===== src/atsc_consts.vh =====
/*
 * Constants of the addressed two-wire serial channel: register offsets,
 * field positions, reset values and bit counts.
 * Assumes inclusion by the channel's modules only; definitions only.
 */
`ifndef ATSC_CONSTS_VH
`define ATSC_CONSTS_VH

// Register offsets on the plain register port
`define ATSC_ADDR_W 3
`define ATSC_OFF_MODE 3'h0
`define ATSC_OFF_SHIFT 3'h1
`define ATSC_OFF_SVA 3'h2
`define ATSC_OFF_BUSCTL 3'h3
`define ATSC_OFF_STATUS 3'h4

// Mode register fields
`define ATSC_MB_CLK_LO 0
`define ATSC_MB_CLK_HI 1
`define ATSC_MB_B2 2
`define ATSC_MB_B3 3
`define ATSC_MB_B4 4
`define ATSC_MB_WUP 5
`define ATSC_MB_COI 6
`define ATSC_MB_CE 7
`define ATSC_MODE_RST 8'h00
`define ATSC_MODE_WMASK 8'hbf

// Bus control register fields
`define ATSC_BB_RELEASE_TRIGGER 0
`define ATSC_BB_CMDT 1
`define ATSC_BB_RELEASE_DETECTED 2
`define ATSC_BB_COMMAND_DETECTED 3
`define ATSC_BB_BSYE 7

// Status register fields
`define ATSC_SB_DONE 0
`define ATSC_SB_BUSY 1

// Clock counts of one transfer and the shift register reset value
`define ATSC_BITS_DATA 4'h8
`define ATSC_BITS_SBI 4'h9
`define ATSC_SHIFT_RST 8'hff

`endif


===== src/atsc_clkgen.v =====
/*
 * Internal serial clock generator: toggles the clock on each source
 * tick while a transfer runs, parks it high otherwise.
 * Assumes the tick is a one-cycle pulse from the system clock domain.
 */
`timescale 1ns/1ps
`include "atsc_consts.vh"

module atsc_clkgen (
    // Clock and reset
    input wire sys_clk_in,
    input wire rst_in,
    // Control
    input wire run_in,
    input wire tick_in,
    // Serial clock and its edges
    output reg sck_out,
    output reg fall_out,
    output reg rise_out
);

// Clock idles high so a stopped clock is a legal start condition
always @(posedge sys_clk_in)
begin
    if (rst_in)
    begin
        sck_out <= 1'b1;
        fall_out <= 1'b0;
        rise_out <= 1'b0;
    end
    else
    begin
        fall_out <= run_in & tick_in & sck_out;
        rise_out <= run_in & tick_in & ~sck_out;
        if (!run_in)
            sck_out <= 1'b1;
        else if (tick_in)
            sck_out <= ~sck_out;
    end
end

endmodule // atsc_clkgen


===== src/atsc_sync.v =====
/*
 * Two-flop synchroniser with edge detection for pins from outside
 * the system clock domain. One entry per bit.
 * Assumes pins are asynchronous; first flop feeds only the second.
 */
`timescale 1ns/1ps
`include "atsc_consts.vh"

module atsc_sync #(
    parameter W = 3
) (
    // Clock and reset
    input wire sys_clk_in,
    input wire rst_in,
    // Raw pins
    input wire [W-1:0] pin_in,
    // Synchronised level and edges
    output wire [W-1:0] lvl_out,
    output wire [W-1:0] rise_out,
    output wire [W-1:0] fall_out
);

genvar i;
generate
    for (i = 0; i < W; i = i + 1)
    begin : g_bit
        reg meta_r;
        reg sync_r;
        reg prev_r;
        // Pins idle high (pull-ups), so reset to high
        always @(posedge sys_clk_in)
        begin
            if (rst_in)
            begin
                meta_r <= 1'b1;
                sync_r <= 1'b1;
                prev_r <= 1'b1;
            end
            else
            begin
                meta_r <= pin_in[i];
                sync_r <= meta_r;
                prev_r <= sync_r;
            end
        end
        assign lvl_out[i] = sync_r;
        assign rise_out[i] = sync_r & ~prev_r;
        assign fall_out[i] = ~sync_r & prev_r;
    end
endgenerate

endmodule // atsc_sync


===== src/atsc_top.v =====
/*
 * Serial channel 0 in addressed bus mode and 2-wire mode: shift
 * register, transfer sequencing, busy, bus release/command detection,
 * slave address compare and done flag, with a plain register port.
 * Assumes an external pull-up on the data lines; ticks of timer 2 and
 * of the timer clock select come from the system clock domain.
 */
// Local design decisions: the address-and-strobe port and the placing of the registers.
`timescale 1ns/1ps
`include "atsc_consts.vh"

module atsc_top (
    // Clock and reset
    input wire sys_clk_in,
    input wire rst_in,
    // Register port
    input wire [`ATSC_ADDR_W-1:0] reg_addr_in,
    input wire [7:0] reg_wdata_in,
    input wire reg_wr_in,
    input wire reg_rd_in,
    output reg [7:0] reg_rdata_out,
    // Internal clock sources
    input wire timer2_tick_in,
    input wire timer_clk_sel3_tick_in,
    // Serial clock pin
    input wire bus_clock_pin_in,
    output wire bus_clock_pin_out,
    output reg bus_clock_pin_oe_n_out,
    // Data line a (open drain)
    input wire bus_data_a_in,
    output reg bus_data_a_out,
    output reg bus_data_a_oe_n_out,
    // Data line b (open drain)
    input wire bus_data_b_in,
    output reg bus_data_b_out,
    output reg bus_data_b_oe_n_out,
    // Events
    output reg transfer_done_flag_out,
    output reg address_match_irq_out
);

// Transfer states
localparam ST_IDLE = 3'b001;
localparam ST_WAIT = 3'b010;
localparam ST_SHIFT = 3'b100;

reg [7:0] mode_r;
reg [7:0] shift_r;
reg [7:0] sva_r;
reg [2:0] state_r;
reg [3:0] cnt_r;
reg so_latch_r;
reg busy_en_r;
reg busy_drv_r;
reg release_detected_r;
reg command_detected_r;
reg done_r;
reg [2:0] state_nxt;

wire ce, wake_up_select, sbi_mode, int_clk, use_a;
wire [2:0] pin_lvl, pin_rise, pin_fall;
wire int_sck, int_fall, int_rise, int_tick;
wire sck_lvl, sck_fall, sck_rise;
wire data_lvl, data_rise, data_fall;
wire addr_match;
wire [3:0] last_cnt;
wire wr_mode, wr_shift, wr_sva, wr_busctl, wr_status;
wire start_ok, last_rise, done_set, drv_low;

// Mode decode
assign ce = mode_r[`ATSC_MB_CE];
assign wake_up_select = mode_r[`ATSC_MB_WUP];
// Bit 4 low is 3-wire mode, which this block does not serve
assign sbi_mode = mode_r[`ATSC_MB_B4] & ~mode_r[`ATSC_MB_B3];
assign use_a = mode_r[`ATSC_MB_B2];
assign int_clk = mode_r[`ATSC_MB_CLK_HI];
assign int_tick = mode_r[`ATSC_MB_CLK_LO] ? timer_clk_sel3_tick_in
    : timer2_tick_in;
assign last_cnt = sbi_mode ? `ATSC_BITS_SBI : `ATSC_BITS_DATA;

// Register write decode
assign wr_mode = reg_wr_in & (reg_addr_in == `ATSC_OFF_MODE);
assign wr_shift = reg_wr_in & (reg_addr_in == `ATSC_OFF_SHIFT);
assign wr_sva = reg_wr_in & (reg_addr_in == `ATSC_OFF_SVA);
assign wr_busctl = reg_wr_in & (reg_addr_in == `ATSC_OFF_BUSCTL);
assign wr_status = reg_wr_in & (reg_addr_in == `ATSC_OFF_STATUS);

// Pins: clock, data a, data b
atsc_sync #(
    .W(3)
) u_sync (
    .sys_clk_in(sys_clk_in),
    .rst_in(rst_in),
    .pin_in({bus_data_b_in, bus_data_a_in, bus_clock_pin_in}),
    .lvl_out(pin_lvl),
    .rise_out(pin_rise),
    .fall_out(pin_fall)
);

atsc_clkgen u_clkgen (
    .sys_clk_in(sys_clk_in),
    .rst_in(rst_in),
    .run_in(state_r[2] & int_clk & ce),
    .tick_in(int_tick),
    .sck_out(int_sck),
    .fall_out(int_fall),
    .rise_out(int_rise)
);

assign bus_clock_pin_out = int_sck;

// Serial clock and data seen by the shifter
assign sck_lvl = int_clk ? int_sck : pin_lvl[0];
assign sck_fall = int_clk ? int_fall : pin_fall[0];
assign sck_rise = int_clk ? int_rise : pin_rise[0];
assign data_lvl = use_a ? pin_lvl[1] : pin_lvl[2];
assign data_rise = use_a ? pin_rise[1] : pin_rise[2];
assign data_fall = use_a ? pin_fall[1] : pin_fall[2];

// Comparator reads zero while the channel is stopped
assign addr_match = ce & (sva_r == shift_r);

// Start: clock idle high; in bus mode data line must read ready
assign start_ok = sck_lvl & (~sbi_mode | data_lvl);
assign last_rise = state_r[2] & sck_rise & (cnt_r == last_cnt - 4'h1);
// In bus mode, wake-up suppresses the flag unless release, command and an address match were all seen
assign done_set = last_rise & (~(wake_up_select & sbi_mode)
    | (command_detected_r & release_detected_r & addr_match));

// State sequencing
always @*
begin
    state_nxt = state_r;
    case (state_r)
        ST_IDLE:
        begin
            if (wr_shift & ce)
                state_nxt = ST_WAIT;
        end
        ST_WAIT:
        begin
            if (start_ok)
                state_nxt = ST_SHIFT;
        end
        ST_SHIFT:
        begin
            if (last_rise)
                state_nxt = ST_IDLE;
        end
        default:
        begin
            state_nxt = ST_IDLE;
        end
    endcase
    if (!ce)
        state_nxt = ST_IDLE;
end

// Transfer datapath
always @(posedge sys_clk_in)
begin
    if (rst_in)
    begin
        state_r <= ST_IDLE;
        cnt_r <= 4'h0;
        shift_r <= `ATSC_SHIFT_RST;
        so_latch_r <= 1'b1;
    end
    else
    begin
        state_r <= state_nxt;
        if (state_r[2])
        begin
            if (sck_fall)
                so_latch_r <= (cnt_r < `ATSC_BITS_DATA) ? shift_r[7]
                    : 1'b1;
            if (sck_rise)
            begin
                cnt_r <= cnt_r + 4'h1;
                if (cnt_r < `ATSC_BITS_DATA)
                    shift_r <= {shift_r[6:0], data_lvl};
            end
        end
        else
        begin
            cnt_r <= 4'h0;
            // Data written but not yet started is kept, never lost
            if (wr_shift)
                shift_r <= reg_wdata_in;
            if (wr_busctl & reg_wdata_in[`ATSC_BB_RELEASE_TRIGGER])
                so_latch_r <= 1'b1;
            else if (wr_busctl & reg_wdata_in[`ATSC_BB_CMDT])
                so_latch_r <= 1'b0;
        end
    end
end

// Registers, busy, release and command detection
always @(posedge sys_clk_in)
begin
    if (rst_in)
    begin
        mode_r <= `ATSC_MODE_RST;
        sva_r <= 8'h00;
        busy_en_r <= 1'b0;
        busy_drv_r <= 1'b0;
        release_detected_r <= 1'b0;
        command_detected_r <= 1'b0;
        done_r <= 1'b0;
    end
    else
    begin
        if (wr_mode)
            mode_r <= reg_wdata_in & `ATSC_MODE_WMASK;
        if (wr_sva)
            sva_r <= reg_wdata_in;
        if (wr_busctl)
            busy_en_r <= reg_wdata_in[`ATSC_BB_BSYE];
        // Busy outlives its clear until the next falling clock
        if (last_rise & busy_en_r & sbi_mode)
            busy_drv_r <= 1'b1;
        else if (sck_fall & ~busy_en_r)
            busy_drv_r <= 1'b0;
        // Release: data rises with clock high; command: data falls
        if (sbi_mode & ~state_r[2] & sck_lvl & data_rise)
        begin
            release_detected_r <= 1'b1;
            command_detected_r <= 1'b0;
        end
        else if (sbi_mode & ~state_r[2] & sck_lvl & data_fall)
            command_detected_r <= 1'b1;
        else if (last_rise & wake_up_select & ~addr_match)
            release_detected_r <= 1'b0;
        if (!ce)
        begin
            release_detected_r <= 1'b0;
            command_detected_r <= 1'b0;
        end
        // Set wins over a clear in the same cycle
        if (done_set)
            done_r <= 1'b1;
        else if (wr_status & reg_wdata_in[`ATSC_SB_DONE])
            done_r <= 1'b0;
    end
end

// Open-drain drive: low only for a zero bit, a command trigger or busy
assign drv_low = ce & mode_r[`ATSC_MB_B4]
    & ((~so_latch_r & ~wake_up_select) | busy_drv_r);

// Pin outputs and events
always @(posedge sys_clk_in)
begin
    if (rst_in)
    begin
        bus_data_a_out <= 1'b0;
        bus_data_b_out <= 1'b0;
        bus_data_a_oe_n_out <= 1'b1;
        bus_data_b_oe_n_out <= 1'b1;
        bus_clock_pin_oe_n_out <= 1'b1;
        transfer_done_flag_out <= 1'b0;
        address_match_irq_out <= 1'b0;
    end
    else
    begin
        bus_data_a_out <= 1'b0;
        bus_data_b_out <= 1'b0;
        bus_data_a_oe_n_out <= ~(drv_low & use_a);
        bus_data_b_oe_n_out <= ~(drv_low & ~use_a);
        bus_clock_pin_oe_n_out <= ~(ce & int_clk);
        transfer_done_flag_out <= done_set | (done_r
            & ~(wr_status & reg_wdata_in[`ATSC_SB_DONE]));
        address_match_irq_out <= done_set;
    end
end

// Read port: data stand one cycle after the strobe only
always @(posedge sys_clk_in)
begin
    if (rst_in)
        reg_rdata_out <= 8'h00;
    else if (reg_rd_in)
    begin
        case (reg_addr_in)
            `ATSC_OFF_MODE:
                reg_rdata_out <= {mode_r[7], addr_match,
                    mode_r[5:0]};
            `ATSC_OFF_SHIFT:
                reg_rdata_out <= shift_r;
            `ATSC_OFF_SVA:
                reg_rdata_out <= sva_r;
            `ATSC_OFF_BUSCTL:
                reg_rdata_out <= {busy_en_r, 3'h0, command_detected_r, release_detected_r,
                    2'h0};
            `ATSC_OFF_STATUS:
                reg_rdata_out <= {5'h00, ~state_r[0], busy_drv_r,
                    done_r};
            default:
                reg_rdata_out <= 8'h00;
        endcase
    end
    else
        reg_rdata_out <= 8'h00;
end

endmodule // atsc_top


===== config.mk =====
export PLATFORM = sky130hd
export DESIGN_NAME = atsc_top
export DESIGN_NICKNAME = d
export VERILOG_FILES = /design/src/atsc_clkgen.v /design/src/atsc_sync.v /design/src/atsc_top.v
export VERILOG_INCLUDE_DIRS = /design/src /design/src/src
export SDC_FILE = /design/constraint.sdc
export NUM_CORES = 1
export LEC_CHECK = 0
export ABC_AREA = 1
export BUFFER_PORTS_ARGS = -buffer_cell sky130_fd_sc_hd__buf_4
export CAP_MARGIN = 20
export CORE_MARGIN = 4
export CORE_UTILIZATION = 39
export DETAILED_ROUTE_END_ITERATION = 8
export GPL_TIMING_DRIVEN = 0
export PLACE_DENSITY = 0.57
export REMOVE_ABC_BUFFERS = 1
export SETUP_SLACK_MARGIN = 0.3
export SYNTH_ARGS = -nofsm -noshare
export SYNTH_HDL_FRONTEND = slang
export SYNTH_SLANG_ARGS = --single-unit

===== constraint.sdc =====
create_clock -name sys_clk_in -period 2.56 [get_ports sys_clk_in]
set_input_delay 0.384 -clock sys_clk_in [delete_from_list [all_inputs] [get_ports sys_clk_in]]
set_output_delay 0.384 -clock sys_clk_in [all_outputs]
set_load 0.05 [all_outputs]

==> key figures, run 1 <==
Outcome
  • Status: finished clean

Final layout
  • Share of layout cells above drive strength 1: 16.4%
  • Synthesis-to-finish area growth: 16.6%
  • Inserted Diodes: 0
  • Final std cells w/o fill: 479
  • Fin util: 48.0%
  • Commonest non-fill, non-tap cell in the layout: nand2_1
  • Most frequent cells in the layout: nand2_1, dfxtp_1, inv_1, o21ai_0, a21oi_1
  • Fin nets: 420

Floorplan
  • DIE AREA: 8250 µm²
  • Initial Util: 41.2%
  • Die X: 90.8 µm
  • Ports: 36
  • DIE HEIGHT: 90.8 µm
  • Row count: 29
  • Core area: 6490 µm²

Synthesis
  • Register area share after synthesis: 45.7%
  • Post-synth top flop: dfxtp_1
  • Seq cells post-synth: 61
  • Leading area contributor after synthesis: dfxtp_1
  • Synthesized instance count: 365
  • Mapped Area: 2680 µm²
  • EDFF count, synth: 0
  • Total of warnings raised by yosys: 0
  • Ranking of synthesized cells by area: dfxtp_1, nand2_1, a21oi_1
  • Top cell type's share of synthesized area: 45.7%
  • Synth unique cells: 32
  • Syn avg cell area: 7.33 µm²
  • Ys async rst share: 0%

Clocking
  • H-tree depth: 3
  • CTS tree: yes
  • # Post-CTS Setup Buffers: 0
  • CTS Hold Bufs: 0
  • Post-CTS sizing: 0
  • Root buf cell: clkbuf_8
  • CTS buffer count: 9
  • Clk pin slew, worst setup/hold paths: 60 ps
  • Clock Path Buffers: 2
  • Worst-skew pair later-pin latency: 330 ps
  • Clock tree sinks: 61

Critical path
  • Kind of critical path: flop to flop
  • Worst EP arrival: 1850 ps
  • Crit start category: flop
  • CP Data Required Time: 2820 ps
  • Crit path cell chain: inv_2, nor2_4, nand2_2, o21ai_4, a21oi_1, o21ai_0
  • CP Buf/Inv Count: 1
  • CP top delay family: flip-flops
  • Worst path slowest cell: dfxtp_1
  • Crit. End Element: flop
  • Max stage delay on crit path: 550 ps
  • Crit-path max FO: 19

Timing
  • Slew Viols, Final: 0
  • Final TNS setup: 0 ps
  • Final Hold Viols: 0
  • Period minus WS final: 1590 ps
  • Relative slew margins: 51.7%
  • Unrepaired setup endpoints after global routing: no
  • Final setup viols: 0
  • Max Clock Skew: 5.91 ps
  • Slew @ Worst Pin: 724 ps
  • Max frequency: 0.627 GHz
  • Setup WS post-layout: 966 ps
  • Fin crit share: 62.3%

Place
  • Place WS: 643 ps
  • Post-DP HPWL: 4.87 mm
  • I/O Buffers: 33
  • RePlAce Congestion: 0.871
  • Post-Place Cells: 465

Routing
  • DR pass1 iterations: 4
  • Remaining antenna violation count: 0
  • Vias/cell: 5.08
  • # DRC: 0
  • Detailed Route Iter0 Violations: 134
  • Routed vias: 2432
  • Drt total wl: 6.69 mm
  • Avg WL per Cell: 14.0 µm

Worst hold path
  • HP Class: input port to flop

GRT
  • Antenna violations before repair: 0
  • Tot GR Track Use: 16.9%
  • Largest net degree at the start of global routing: 25
  • Overflow after GRT: 0
  • Global-route wire length before repair: 11.1 mm
  • Vias in the first global route: 2259

Pwr
  • Leak Pwr: 0.00135 µW
  • P_int: 1420 µW
  • Pwr dens: 602 nW/µm²
  • Switching part of the total power: 24.5%
  • Flop pwr share: 52.4%
  • Clock network fraction of design power: 39.4%
  • Max IR drop VDD: 0.000293 V
  • Total Power: 1880 µW
  • Logic pwr share: 8.2%
  • P_sw: 460 µW

Run
  • Max-Cap Viols: 0
[state kept, by name, indices dropped and copies added (netlist names), 3 cells and up]
name and cells:
cnt_r 4, mode_r 7, reg_rdata_out 8, shift_r 8
state_r 3, sva_r 8, u_sync.g_bit.meta_r 3, u_sync.g_bit.prev_r 3
u_sync.g_bit.sync_r 3
[logic make-up (layout without fill, tap and decap cells)]
| logic type | count (synthesis) | after routing | synth area share (%) |
|---|---|---|---|
| muxes | 1 | 1 | 0.374 |
| buffers and inverters | 65 | 101 | 10.2 |
| adders and majority gates | 1 | 1 | 0.468 |
| AOI/OAI and AO/OA | 100 | 100 | 20.8 |
| DFF | 61 | 61 | 45.7 |
| and+or+nand+nor | 136 | 136 | 22.4 |
| other | 1 | 2 | 0.140 |
[per-layer routing]
metal / vias up / wire, µm / GRT usage, %
met2: 66 / 2890 / 25.4
met3: 11 / 425 / 3.75
met4: 0 / 104 / 6.41
met5: - / 0 / 0
li1: 1250 / - / -
met1: 1105 / 3270 / 23.5
[power by group through the flow]
stage	Combinational (µW)	Sequential, µW	Clock (µW)
final	155	983	738
after global routing	173	985	804
after CTS	154	983	757
after detailed placement	154	1000	0
after global placement	154	1000	0
after floorplan	83.0	1010	0
[cells in the mapped netlist (2+ instances only)]
| master | instances |
|---|---|
| o21a_1 | 3 |
| nor2_1 | 25 |
| or2_2 | 8 |
| inv_1 | 51 |
| dfxtp_1 | 61 |
| buf_2 | 5 |
| o21bai_1 | 2 |
| o22ai_1 | 8 |
| nand2_2 | 2 |
| buf_4 | 2 |
| inv_2 | 3 |
| nand2_1 | 69 |
| nor3_1 | 5 |
| a21oi_1 | 40 |
| clkbuf_1 | 2 |
| nand4_1 | 3 |
| nand3_1 | 19 |
| buf_6 | 2 |
| o211ai_1 | 3 |
| o21ai_0 | 40 |
[worst register-to-register path, delay by kind of cell (launching register included)]
| kind | cells | cell delay, ps |
|---|---|---|
| flip-flops | 1 | 550 |
| AO/OA/AOI/OAI | 3 | 430 |
| buffers and inverters | 1 | 270 |
| AND/OR/NAND/NOR | 2 | 270 |
[final cells by class]
| cell class | instances | area [µm²] |
|---|---|---|
| tap | 77 | 96.3 |
| inverter | 54 | 203 |
| multi-input combinational | 240 | 1180 |
| clock inverter | 2 | 10.0 |
| clock buffer | 12 | 155 |
| sequential | 61 | 1220 |
| timing repair buffer | 33 | 248 |
| fill | 679 | 3380 |
[stage by stage]
stage	hold WS (ps)	area [µm²]
global route	231	3120
global placement	391	2950
detailed placement	397	2950
finish	234	3120
floorplan	389	2610
CTS	225	3120
[worst paths after layout]
check	from	end	slack [ps]	cells after the start
max	state_r[2]	shift_r[0]	970	6
max reg2reg	state_r[2]	shift_r[0]	970	6
min reg2reg	u_sync.g_bit[2].meta_r	u_sync.g_bit[2].sync_r	410	1
min	bus_data_b_in	u_sync.g_bit[2].meta_r	230	2
(Power assumes the default switching activity.)
==> run 2: changes to the inputs <==
--- a/config.mk
+++ b/config.mk
@@ -13,7 +13,7 @@
 export CORE_UTILIZATION = 39
 export DETAILED_ROUTE_END_ITERATION = 8
 export GPL_TIMING_DRIVEN = 0
-export PLACE_DENSITY = 0.57
+export PLACE_DENSITY = 0.59
 export REMOVE_ABC_BUFFERS = 1
 export SETUP_SLACK_MARGIN = 0.3
 export SYNTH_ARGS = -nofsm -noshare
==> constraint.sdc (replaced) <==
create_clock -name sys_clk_in -period 1.4 [get_ports sys_clk_in]
set_input_delay 0.21 -clock sys_clk_in [delete_from_list [all_inputs] [get_ports sys_clk_in]]
set_output_delay 0.21 -clock sys_clk_in [all_outputs]
set_load 0.05 [all_outputs]
==> run 2 against run 1 <==
Sequential power increased by 83%. Clock power rose by 100%. Largest power group unchanged. Via count rose by 8.1%. Count of clock-buffer cells in the layout up 4. Non-clock buffer count increased by 17. Clock skew rose by 0.97 ps. Sequential cell count unchanged. Die area unchanged. Final cell count increased by 4.6%. Combinational power increased by 130%. Final area up 15%. Worst hold slack lost 170 ps.
==> key figures, run 2 (same netlist as run 1, synthesis figures left out) <==
Pwr
  • P_sw: 889 µW (was 460 µW)
  • Logic pwr share: 9.9% (was 8.2%)
  • Clock network fraction of design power: 40.7% (was 39.4%)
  • Pwr dens: 1010 nW/µm² (was 602 nW/µm²)
  • Switching part of the total power: 24.5% (about the same)
  • Total Power: 3630 µW (was 1880 µW)
  • Max IR drop VDD: 0.000565 V (was 0.000293 V)
  • Flop pwr share: 49.5% (was 52.4%)
  • Leak Pwr: 0.00149 µW (was 0.00135 µW)
  • P_int: 2750 µW (was 1420 µW)

Final layout
  • Inserted Diodes: 0 (unchanged)
  • Fin nets: 440 (was 420)
  • Synthesis-to-finish area growth: 33.9% (was 16.6%)
  • Share of layout cells above drive strength 1: 36.6% (was 16.4%)
  • Most frequent cells in the layout: nand2_1, buf_4, dfxtp_1, inv_1, o21ai_0 (was nand2_1, dfxtp_1, inv_1, o21ai_0, a21oi_1)
  • Biggest regs: reg_rdata_out (8), shift_r (8), sva_r (8) (unchanged)
  • Fin area: 3580 µm² (was 3120 µm²)
  • Commonest non-fill, non-tap cell in the layout: nand2_1 (unchanged)

Floorplan
  • DIE AREA: 8250 µm² (unchanged)
  • Initial Util: 41.2% (unchanged)
  • Core area: 6490 µm² (unchanged)
  • Die X: 90.8 µm (unchanged)
  • DIE HEIGHT: 90.8 µm (unchanged)
  • Ports: 36 (unchanged)
  • Row count: 29 (unchanged)

Clocking
  • Root buf cell: clkbuf_8 (unchanged)
  • H-tree depth: 3 (unchanged)
  • CTS tree: yes (unchanged)
  • Worst-skew pair later-pin latency: 330 ps (about the same)
  • Clock tree sinks: 61 (unchanged)
  • Clock Path Buffers: 2 (unchanged)
  • CTS buffer count: 9 (unchanged)
  • Clk pin slew, worst setup/hold paths: 70 ps (was 60 ps)

Critical path
  • Worst path slowest cell: dfxtp_4 (was dfxtp_1)
  • Max stage delay on crit path: 390 ps (was 550 ps)
  • Crit path cell chain: inv_6, nand2_4, nand2_4, nor2_4, nand2_4, o21ai_4, a21oi_1, o21ai_1 (was inv_2, nor2_4, nand2_2, o21ai_4, a21oi_1, o21ai_0)
  • Crit start category: flop (unchanged)
  • CP top delay family: flip-flops (unchanged)
  • Worst EP arrival: 1530 ps (was 1850 ps)
  • Critical path depth: 8 (was 6)
  • Crit. End Element: flop (unchanged)
  • Most used cell, CP: nand2_4
  • Crit-path max FO: 8 (was 19)
  • Kind of critical path: flop to flop (unchanged)
  • R2R depth: 8 (was 6)
  • CP Buf/Inv Count: 1 (unchanged)
  • CP Data Required Time: 1660 ps (was 2820 ps)

Routing
  • Drt total wl: 7.69 mm (was 6.69 mm)
  • Detailed Route Iter0 Violations: 150 (was 134)
  • Avg WL per Cell: 15.4 µm (was 14.0 µm)
  • Remaining antenna violation count: 0 (unchanged)
  • Routed vias: 2628 (was 2432)
  • Vias/cell: 5.25 (was 5.08)
  • DR pass1 iterations: 5 (was 4)
  • # DRC: 0 (unchanged)

Timing
  • Final Hold Viols: 0 (unchanged)
  • Unrepaired setup endpoints after global routing: yes (was no)
  • Max frequency: 0.787 GHz (was 0.627 GHz)
  • Slew Viols, Final: 0 (unchanged)
  • Period minus WS final: 1270 ps (was 1590 ps)
  • Worst Hold Margin: 60.3 ps (was 234 ps)
  • Max Clock Skew: 6.88 ps (was 5.91 ps)
  • Final setup viols: 0 (unchanged)
  • Setup WS post-layout: 129 ps (was 966 ps)
  • Fin crit share: 90.8% (was 62.3%)

Worst hold path
  • HP Class: input port to flop (unchanged)
  • Hold Path Depth: 2 (unchanged)

Place
  • DP Area: 2950 µm² (unchanged)
  • Place WS: -336 ps (was 643 ps)
  • RePlAce Congestion: 0.892 (was 0.871)
  • Post-DP HPWL: 4.82 mm (was 4.87 mm)
  • I/O Buffers: 33 (unchanged)

GRT
  • Overflow after GRT: 0 (unchanged)
  • Antenna violations before repair: 0 (unchanged)
  • Tot GR Track Use: 19.0% (was 16.9%)
  • Vias in the first global route: 2557 (was 2259)
  • Global-route wire length before repair: 12.3 mm (was 11.1 mm)
  • Largest net degree at the start of global routing: 21 (was 25)

Outcome
  • Status: finished clean (unchanged)

Run
  • Max-Cap Viols: 0 (unchanged)
## run 2: cell type report
type	instances	area (µm²)
Fill cell	616	2910
Multi-Input combinational cell	241	1410
Sequential cell	61	1250
Timing Repair Buffer	50	394
Inverter	54	228
Clock buffer	16	190
Tap cell	77	96.3
Timing Repair inverter	2	15.0
## run 2: stage by stage
step,utilization [%],setup TNS [ps],cells
2_1_floorplan,-,0,355
6_report,55.2,0,501
5_1_grt,55.2,0,501
3_5_place_dp,45.5,-7320,465
3_3_place_gp,45.5,-7150,465
4_1_cts,52.4,0,495
## run 2: path summary, 6_finish.rpt
| kind | startpoint | end | slack [ps] |
|---|---|---|---|
| worst max-delay path | mode_r[1] | shift_r[3] | 130 |
| worst min-delay path | bus_clock_pin_in | u_sync.g_bit[0].meta_r | 60 |
| worst max register to register | mode_r[1] | shift_r[3] | 130 |
| worst min register to register | u_sync.g_bit[1].meta_r | u_sync.g_bit[1].sync_r | 410 |
## run 2: worst register-to-register path, delay by kind of cell (launching register included)
family          cells  cell delay, ps
compound gates      3             390
flops               1             390
simple gates        4             380
buf+inv             1              50
## run 2: repair_timing
item	in CTS	in global routing
resized for setup	63	48
endpoints found under the setup margin	48	44
pin swaps	24	24
buffers inserted	11	6
endpoints found under the hold margin	0	0
hold buffers	0	0
cloned	3	0
## run 2: power groups by stage
stage / Combinational [µW] / Clock (µW) / Sequential [µW]
after floorplan: 152 / 0 / 1850
after global placement: 279 / 0 / 1840
after detailed placement: 281 / 0 / 1840
after CTS: 328 / 1500 / 1800
after global routing: 390 / 1600 / 1800
final: 358 / 1480 / 1800
## run 2: metal layers
metal  track usage [%]  vias up  share of wire, %
met3              4.58       12               7.4
li1                  -     1303                 -
met4              7.04        0               1.7
met5                 0        -                 0
met2              29.7       91                46
met1              25.3     1222                45
